<file path="config.mk">
export PLATFORM = sky130hd
export DESIGN_NAME = drive_fault_class_responder
export DESIGN_NICKNAME = d
export VERILOG_FILES = /design/src/verilog/fault_class_pkg.sv /design/src/verilog/drive_fault_class_responder.sv /design/src/verilog/lamp_blinker.sv
export SDC_FILE = /design/constraint.sdc
export NUM_CORES = 1
export LEC_CHECK = 0
export BUFFER_PORTS_ARGS = -buffer_cell sky130_fd_sc_hd__buf_2
export CAP_MARGIN = 20
export CORE_MARGIN = 2
export CORE_UTILIZATION = 56
export CTS_BUF_LIST = sky130_fd_sc_hd__clkbuf_4
export DETAILED_ROUTE_END_ITERATION = 16
export PLACE_DENSITY = 0.9
export SYNTH_ARGS = -nofsm -noshare
export SYNTH_HDL_FRONTEND = slang
export SYNTH_SLANG_ARGS = --single-unit
</file>
<file path="constraint.sdc">
create_clock -name i_ref_clk -period 6.3 [get_ports i_ref_clk]
set_input_delay 0 -clock i_ref_clk [delete_from_list [all_inputs] [get_ports i_ref_clk]]
set_output_delay 0 -clock i_ref_clk [all_outputs]
set_load 0.01 [all_outputs]
</file>
<file path="src/verilog/fault_class_pkg.sv">
// Constants and types for the drive fault class responder.
// Assumes a single drive control clock and a synchronous reset.
package fault_class_pkg;
  localparam int CODE_W = 8;
  localparam int NUM_OUT = 3;
  localparam int SEL_W = 5;
  localparam logic [SEL_W-1:0] SEL_FAULT = 5'h0e;
  localparam logic [SEL_W-1:0] SEL_MINOR = 5'h10;
  localparam logic [1:0] DSTALL_DISABLE = 2'h0;
  localparam logic [1:0] DSTALL_RESET_VAL = 2'h1;
  localparam logic [CODE_W-1:0] CODE_NONE = 8'h00;
  localparam int CLK_MHZ = 125;
  localparam int BLINK_MS = 250;
  localparam int BLINK_CYCLES = BLINK_MS * CLK_MHZ * 1000;
  localparam int BLINK_W = 26;
  localparam logic [1:0] LAMP_OFF = 2'h0;
  localparam logic [1:0] LAMP_FLASH = 2'h1;
  localparam logic [1:0] LAMP_STEADY = 2'h2;
  typedef enum logic [1:0] {ST_IDLE, ST_FAULT, ST_OPERR, ST_TUNERR}
    resp_state_type;
endpackage

</file>
<file path="src/verilog/drive_fault_class_responder.sv">
// Classifies drive abnormal conditions and applies each class's response.
// Assumes condition inputs come from logic on i_ref_clk.
//
// Function
// RL1: Fault shows its code and holds the alert lamp steady until reset.
// RL2: Fault cuts power output at once; motor coasts unless stop method set.
// RL3: Contact outputs selected for fault function close while fault present.
// RL4: After a fault, motor run is refused until explicit reset.
// RL5: Alarm or minor fault shows its code and flashes the alert lamp.
// RL6: Alarm or minor fault does not stop the motor.
// RL7: Minor-fault selected outputs close on minor fault, not on alarm.
// RL8: Alarm indication clears by itself when its cause goes away.
// RL9: Conflicting or hardware-mismatched settings raise an operation error.
// RL10: Operation error shows its code and leaves contact outputs unchanged.
// RL11: Operation error blocks running until the settings are corrected.
// RL12: Tuning errors detected only during auto-tuning; show their code.
// RL13: Tuning error coasts motor and actuates no contact output.
// RL14: Stall prevention on by default; decel select zero disables it.
// RL15: Fault steady lamp wins over alarm flashing lamp.
module drive_fault_class_responder
  import fault_class_pkg::*;
#(
  parameter int HALF_PERIOD = fault_class_pkg::BLINK_CYCLES
) (
  input wire logic i_ref_clk, // 125 MHz clock
  input wire logic i_rst, // synchronous reset
  input wire logic i_fault_det, // fault condition pulse or level
  input wire logic [fault_class_pkg::CODE_W-1:0] i_fault_code, // fault code
  input wire logic i_fault_reset, // fault reset command
  input wire logic i_stop_ramp, // configured stop method is ramp
  input wire logic i_minor_det, // minor fault condition level
  input wire logic i_alarm_det, // alarm condition level
  input wire logic [fault_class_pkg::CODE_W-1:0] i_alarm_code, // alarm code
  input wire logic i_param_conflict, // settings conflict each other
  input wire logic i_hw_mismatch, // settings disagree with hardware
  input wire logic [fault_class_pkg::CODE_W-1:0] i_operr_code, // op error
  input wire logic i_tuning, // auto-tuning in progress
  input wire logic i_tune_err_det, // tuning error condition
  input wire logic [fault_class_pkg::CODE_W-1:0] i_tune_code, // tune code
  input wire logic i_run_req, // run command
  input wire logic [fault_class_pkg::SEL_W-1:0] i_func_sel0, // out 0 func
  input wire logic [fault_class_pkg::SEL_W-1:0] i_func_sel1, // out 1 func
  input wire logic [fault_class_pkg::SEL_W-1:0] i_func_sel2, // out 2 func
  input wire logic [1:0] i_dstall_sel_wr, // new decel stall select value
  input wire logic i_dstall_we, // write strobe for decel stall select
  output logic [fault_class_pkg::CODE_W-1:0] o_disp_code, // display code
  output logic o_alert_lamp, // alert lamp
  output logic [fault_class_pkg::NUM_OUT-1:0] o_contact, // contact outputs
  output logic o_drive_enable, // power output enabled
  output logic o_coast, // output cut, motor coasting
  output logic o_ramp_stop, // output ramping to stop
  output logic o_stall_accel_en, // stall prevention in accel/run
  output logic o_stall_decel_en // stall prevention in decel
);
  import fault_class_pkg::*;

  //////////////////////////////////////////////////////////////////////////
  logic [SEL_W-1:0] sel [NUM_OUT];
  resp_state_type state_ff, nxt_state;
  logic [CODE_W-1:0] code_ff, nxt_code;
  logic [NUM_OUT-1:0] contact_ff, nxt_contact;
  logic en_ff, nxt_en;
  logic coast_ff, nxt_coast;
  logic ramp_ff, nxt_ramp;
  logic [1:0] lamp_mode_ff, nxt_lamp_mode;
  logic [1:0] dstall_ff, nxt_dstall;
  logic dstall_en_ff, nxt_dstall_en;
  logic stall_acc_ff, nxt_stall_acc;
  logic operr;
  logic tune_err;
  logic alarm_any;

  assign sel[0] = i_func_sel0;
  assign sel[1] = i_func_sel1;
  assign sel[2] = i_func_sel2;
  assign operr = i_param_conflict | i_hw_mismatch; // RL9
  assign tune_err = i_tune_err_det & i_tuning; // RL12
  assign alarm_any = i_minor_det | i_alarm_det;

  //////////////////////////////////////////////////////////////////////////
  always_comb begin
    nxt_state = state_ff;
    case (state_ff)
      ST_IDLE: begin
        if (i_fault_det) begin
          nxt_state = ST_FAULT;
        end else if (tune_err) begin
          nxt_state = ST_TUNERR;
        end else if (operr) begin
          nxt_state = ST_OPERR;
        end
      end
      ST_FAULT: begin
        // A reset while the cause persists is ignored; the fault stays latched.
        if (i_fault_reset && !i_fault_det) begin
          nxt_state = ST_IDLE; // RL4
        end
      end
      ST_OPERR: begin
        if (i_fault_det) begin
          nxt_state = ST_FAULT;
        end else if (!operr) begin
          nxt_state = ST_IDLE; // RL11
        end
      end
      ST_TUNERR: begin
        // Tuning error holds until the tuning run is abandoned.
        if (i_fault_det) begin
          nxt_state = ST_FAULT;
        end else if (!i_tuning) begin
          nxt_state = ST_IDLE;
        end
      end
      default: nxt_state = ST_IDLE;
    endcase
  end

  always_comb begin
    nxt_code = CODE_NONE;
    nxt_lamp_mode = LAMP_OFF;
    nxt_en = 1'b0;
    nxt_coast = 1'b0;
    nxt_ramp = 1'b0;
    nxt_contact = '0;
    case (nxt_state)
      ST_FAULT: begin
        nxt_code = (state_ff == ST_FAULT) ? code_ff : i_fault_code; // RL1
        nxt_lamp_mode = LAMP_STEADY; // RL15
        nxt_coast = ~i_stop_ramp; // RL2
        nxt_ramp = i_stop_ramp;
      end
      ST_OPERR: begin
        nxt_code = i_operr_code; // RL10
      end
      ST_TUNERR: begin
        nxt_code = (state_ff == ST_TUNERR) ? code_ff : i_tune_code; // RL12
        nxt_coast = 1'b1; // RL13
      end
      default: begin
        nxt_en = i_run_req; // RL6
        if (alarm_any) begin
          nxt_code = i_alarm_code; // RL5
          nxt_lamp_mode = LAMP_FLASH; // RL8
        end
      end
    endcase
    for (int k = 0; k < NUM_OUT; k++) begin
      if (nxt_state == ST_OPERR || nxt_state == ST_TUNERR) begin
        nxt_contact[k] = contact_ff[k]; // RL10
      end else if (nxt_state == ST_FAULT) begin
        nxt_contact[k] = (sel[k] == SEL_FAULT); // RL3
      end else begin
        nxt_contact[k] = (sel[k] == SEL_MINOR) & i_minor_det; // RL7
      end
    end
    if (nxt_state == ST_TUNERR) begin
      nxt_contact = '0; // RL13
    end
  end

  always_comb begin
    nxt_dstall = dstall_ff;
    if (i_dstall_we) begin
      nxt_dstall = i_dstall_sel_wr;
    end
    nxt_dstall_en = (nxt_dstall != DSTALL_DISABLE); // RL14
    nxt_stall_acc = 1'b1; // RL14
  end

  always_ff @(posedge i_ref_clk) begin
    if (i_rst) begin
      state_ff <= ST_IDLE;
      code_ff <= CODE_NONE;
      contact_ff <= '0;
      en_ff <= 1'b0;
      coast_ff <= 1'b0;
      ramp_ff <= 1'b0;
      lamp_mode_ff <= LAMP_OFF;
      dstall_ff <= DSTALL_RESET_VAL; // RL14
      dstall_en_ff <= 1'b1;
      stall_acc_ff <= 1'b1;
    end else begin
      state_ff <= nxt_state;
      code_ff <= nxt_code;
      contact_ff <= nxt_contact;
      en_ff <= nxt_en;
      coast_ff <= nxt_coast;
      ramp_ff <= nxt_ramp;
      lamp_mode_ff <= nxt_lamp_mode;
      dstall_ff <= nxt_dstall;
      dstall_en_ff <= nxt_dstall_en;
      stall_acc_ff <= nxt_stall_acc;
    end
  end

  lamp_blinker #(
    .HALF_PERIOD(HALF_PERIOD)
  ) u_lamp (
    .i_ref_clk(i_ref_clk),
    .i_rst(i_rst),
    .i_mode(lamp_mode_ff),
    .o_lamp(o_alert_lamp)
  );

  assign o_disp_code = code_ff;
  assign o_contact = contact_ff;
  assign o_drive_enable = en_ff;
  assign o_coast = coast_ff;
  assign o_ramp_stop = ramp_ff;
  assign o_stall_accel_en = stall_acc_ff;
  assign o_stall_decel_en = dstall_en_ff;
endmodule

</file>
<file path="src/verilog/lamp_blinker.sv">
// Alert lamp driver: off, flashing or steady.
// Assumes the mode input is registered on the same clock.
module lamp_blinker
  import fault_class_pkg::*;
#(
  parameter int HALF_PERIOD = BLINK_CYCLES
) (
  input wire logic i_ref_clk, // clock
  input wire logic i_rst, // synchronous reset
  input wire logic [1:0] i_mode, // lamp mode
  output logic o_lamp // lamp drive
);
  logic [BLINK_W-1:0] cnt_ff;
  logic [BLINK_W-1:0] nxt_cnt;
  logic phase_ff;
  logic nxt_phase;
  logic lamp_ff;
  logic nxt_lamp;

  always_comb begin
    nxt_cnt = cnt_ff + 1'b1;
    nxt_phase = phase_ff;
    if (cnt_ff >= BLINK_W'(HALF_PERIOD - 1)) begin
      nxt_cnt = '0;
      nxt_phase = ~phase_ff;
    end
    if (i_mode == LAMP_STEADY) begin
      nxt_lamp = 1'b1;
    end else if (i_mode == LAMP_FLASH) begin
      nxt_lamp = phase_ff;
    end else begin
      nxt_lamp = 1'b0;
    end
  end

  always_ff @(posedge i_ref_clk) begin
    if (i_rst) begin
      cnt_ff <= '0;
      phase_ff <= 1'b1;
      lamp_ff <= 1'b0;
    end else begin
      cnt_ff <= nxt_cnt;
      phase_ff <= nxt_phase;
      lamp_ff <= nxt_lamp;
    end
  end

  assign o_lamp = lamp_ff;
endmodule
</file>
==> impl_metrics.json <==
{
  "finalHoldViolations": 0,
  "drc_errors_left": 0,
  "overall_routing_resource_usage": 0.3256,
  "placement.io_buffers": 77,
  "setup-violations-final": 0,
  "cts.clk_slew.worst_paths_ns": 0.16,
  "worst_path_dominant_cell_family": "compound AO/OA/AOI/OAI gates",
  "syn_inst": 276,
  "finalClockSkew_ns": 0.01308,
  "power.ir.vdd_worst_uv": 113.1,
  "post-route-period-util": 0.4289,
  "setup_slack_of_the_worst_register_to_register_path_ns": 3.60,
  "sequential_power_share": 0.554,
  "yosys_most_used_dff": "dfxtp_1",
  "yosys_warnings": 0,
  "swShare": 0.2993,
  "num_antenna_cells": 0,
  "vias": 2629,
  "cts_tree": "done",
  "p_sw_uw": 179.0,
  "grt_pass1_wl_um": 11290,
  "critical_path.endpoint_type": "register",
  "clock_sinks": 49,
  "status": "complete, no violations",
  "worst-path-buf-inv": 1,
  "achievable-frequency_ghz": 0.3701,
  "p_leak_uw": 0.001364,
  "cell_area_after_synthesis_um2": 2342,
  "critPathMaxFanout": 21,
  "std_cell_rows": 23,
  "cts-resized-gates": 0,
  "htreeDepth": 2,
  "drt_iter0_markers": 280,
  "net_count_of_the_mapped_netlist": 339,
  "tns_ns": 0,
  "maxCapViolCount": 0,
  "antenna_found_initial": 0,
  "die_area_um2": 4716,
  "ordered_list_of_cells_on_the_worst_path": "nor3_1, a221o_1, nand2_1, a21oi_1, dlygate4sd3_1, a211o_1",
  "vias_per_cell": 6.171,
  "yosys_register_bits": 49,
  "drv_slew": 0,
  "grt_start_max_net_pins": 26,
  "timing.max_slew.rel_slack": 0.2412,
  "critPathMaxStageDelay_ns": 0.69,
  "hp-class": "primary input to register",
  "layout_setup_ws_ns": 3.598,
  "dpl_worst_slack_ns": 4.266,
  "syn2layout_area_growth_pct": 30.61,
  "cts-root-to-sink-buffers": 2,
  "clk_root_buffer_cell": "clkbuf_4",
  "route.antenna.remaining_nets": 0,
  "detail_route.first_pass.iterations": 7,
  "critical-path-slowest-cell": "a221o_1",
  "routedWlPerCell_um": 17.28,
  "floorplan.die.height_um": 68.67,
  "edff_count_synth": 0,
  "yosysUniqueCellTypes": 47,
  "grt_pass1_vias": 2435,
  "cp_launch_type": "register",
  "worstSetupPathType": "register to register",
  "pwr-share-clk": 0.266,
  "cts_inserted_buffers": 5,
  "worstPathRequired_ns": 6.64,
  "global_route.overflow_total": 0,
  "gp_congestion": 0.7922,
  "tightestPinTransition_ns": 1.129,
  "die-width_um": 68.67,
  "design.final.nets": 438,
  "insertion_delay_ns": 0.38,
  "fp.coreArea_um2": 4000,
  "drive_above_1_share": 0.2473,
  "synth_sequential_area_ratio": 0.4188,
  "proportion_of_synthesized_flip_flops_having_asynchronous_set_or_reset": 0,
  "place.detailed.hpwl_um": 3950,
  "initial_utilization": 0.5855,
  "cell_internal_pwr_uw": 419.1,
  "routed_wl_um": 7360,
  "syn_avg_cell_area_um2": 8.486,
  "setup_repair_after_global_routing_missed_its_margin": "false",
  "floorplan.io_pins": 79,
  "comb_power_share": 0.181,
  "critical_path_arrival_ns": 3.04,
  "finalWorstPathRequiredPeriod_ns": 2.702,
  "filler_cell_count": 258,
  "power_density_nw_per_um2": 195.5
}
-- tightest hold or removal path, delay by kind of cell --
family                 cells  cell delay [ns]
AOI/OAI and AO/OA          2             0.27
and+or+nand+nor            1             0.05
buffers and inverters      1             0.08
-- routing by layer --
layer | up-vias | track usage | share of wire
met5 | - | 0 | 0
met4 | 0 | 0.2000 | 0.071
met3 | 70 | 0.08442 | 0.12
met2 | 224 | 0.5457 | 0.46
met1 | 1151 | 0.3677 | 0.36
li1 | 1184 | - | -
-- power by group through the flow --
stage	sequential [µW]	clock (µW)	combinational (µW)
2_1_floorplan	339	0	45.7
3_3_place_gp	336	0	83.0
3_5_place_dp	336	0	85.5
4_1_cts	330	160	98.2
5_1_grt	332	169	114
6_report	331	159	108
-- cell families (layout without fill, tap and decap cells) --
kind of cell | after synthesis | count (layout) | share of synthesized area
fa+ha+maj | 1 | 1 | 0.005341
xor+xnor | 22 | 22 | 0.08226
compound gates | 46 | 46 | 0.1501
buf+inv | 17 | 117 | 0.03686
simple gates | 134 | 134 | 0.2821
flops | 49 | 49 | 0.4188
mux | 5 | 5 | 0.02137
other cells | 2 | 2 | 0.003206
-- timing repair --
item / in CTS / in global routing
buffers inserted: 0 / 0
hold endpoints to repair: 17 / 0
hold buffers: 26 / 0
-- worst paths after layout --
check,cells after the start,start,to
worst max-delay path,6,state_ff[0]$_SDFF_PP0_,o_disp_code[4]$_SDFFE_PP0P_
worst min-delay path,4,i_fault_code[6],o_disp_code[6]$_SDFFE_PP0P_
worst max register to register,6,state_ff[0]$_SDFF_PP0_,o_disp_code[4]$_SDFFE_PP0P_
worst min register to register,1,u_lamp.cnt_ff[0]$_SDFF_PP0_,u_lamp.cnt_ff[0]$_SDFF_PP0_
-- cell usage after synthesis (2+ instances only) --
cell      instances  area share
nor4_1            5       0.013
xnor2_1          10       0.037
nor4_2            2       0.011
o41ai_1           3       0.011
nand4_1           6       0.016
or2_2             2      0.0053
a211o_1           9       0.034
buf_2             2      0.0043
nor2_1           31       0.050
xor2_1           12       0.045
nand2_1          41       0.066
buf_1             3      0.0048
nor3_1            7       0.015
dfxtp_1          49        0.42
a211oi_1          9       0.029
mux2i_1           5       0.021
nand2b_1          2      0.0053
a21oi_1          11       0.024
inv_1             5      0.0080
buf_6             2      0.0096
nor2b_1           2      0.0053
and4b_1           3       0.013
nand3_1          19       0.041
and4_1            3       0.011
a31oi_1           2      0.0053
and3_1            5       0.013
conb_1            2      0.0032
clkbuf_1          3      0.0048
nand3b_1          3      0.0096
-- registers in the layout, indices dropped and copies added, names as in the netlist --
register	flops
dstall_ff	2
lamp_mode_ff	2
o_coast	1
o_contact	3
o_disp_code	8
o_drive_enable	1
o_ramp_stop	1
o_stall_decel_en	1
state_ff	2
u_lamp.cnt_ff	26
u_lamp.o_lamp	1
u_lamp.phase_ff	1
-- cell type report --
type                       instances  area [µm²]  share of cell area
multi-input combinational        210        1281              0.4188
sequential                        49       980.9              0.3207
clock buffer                       5       37.54             0.01227
clock inverter                     3       25.02            0.008180
timing repair buffer             104       653.1              0.2135
tap                               50       62.56             0.02045
inverter                           5       18.77            0.006135
-- stage by stage --
| step | util | power, µW | hold slack (ns) | instances | instance area [µm²] |
|---|---|---|---|---|---|
| after floorplan | - | 385.0 | 0.09962 | 276 | 2342 |
| after global placement | 0.6841 | 419.1 | 0.1897 | 392 | 2736 |
| after detailed placement | 0.6841 | 421.9 | 0.1987 | 392 | 2736 |
| after CTS | 0.7648 | 587.7 | 0.0005765 | 426 | 3059 |
| after global routing | 0.7648 | 614.9 | 0.03200 | 426 | 3059 |
| final | 0.7648 | 598.2 | 0.03484 | 426 | 3059 |
-- placed cells by master, fill, tap and decap left out, drive strengths merged, types with 2 or more instances in the layout --
master | netlist | routed
nand4 | 6 | 6
nand3b | 3 | 3
nor2 | 32 | 32
nand3 | 19 | 19
a31oi | 2 | 2
nand2 | 41 | 41
xor2 | 12 | 12
nand2b | 2 | 2
nor2b | 2 | 2
and3 | 5 | 5
and4 | 3 | 3
nor3 | 7 | 7
conb | 2 | 2
a211oi | 9 | 9
or2 | 2 | 2
inv | 5 | 7
nor4 | 7 | 7
clkbuf | 4 | 5
a21oi | 11 | 11
dfxtp | 49 | 49
buf | 8 | 78
mux2i | 5 | 5
and4b | 3 | 3
o41ai | 3 | 3
a211o | 10 | 10
dlygate4sd3 | 0 | 26
xnor2 | 10 | 10
(Power assumes the default switching activity.)
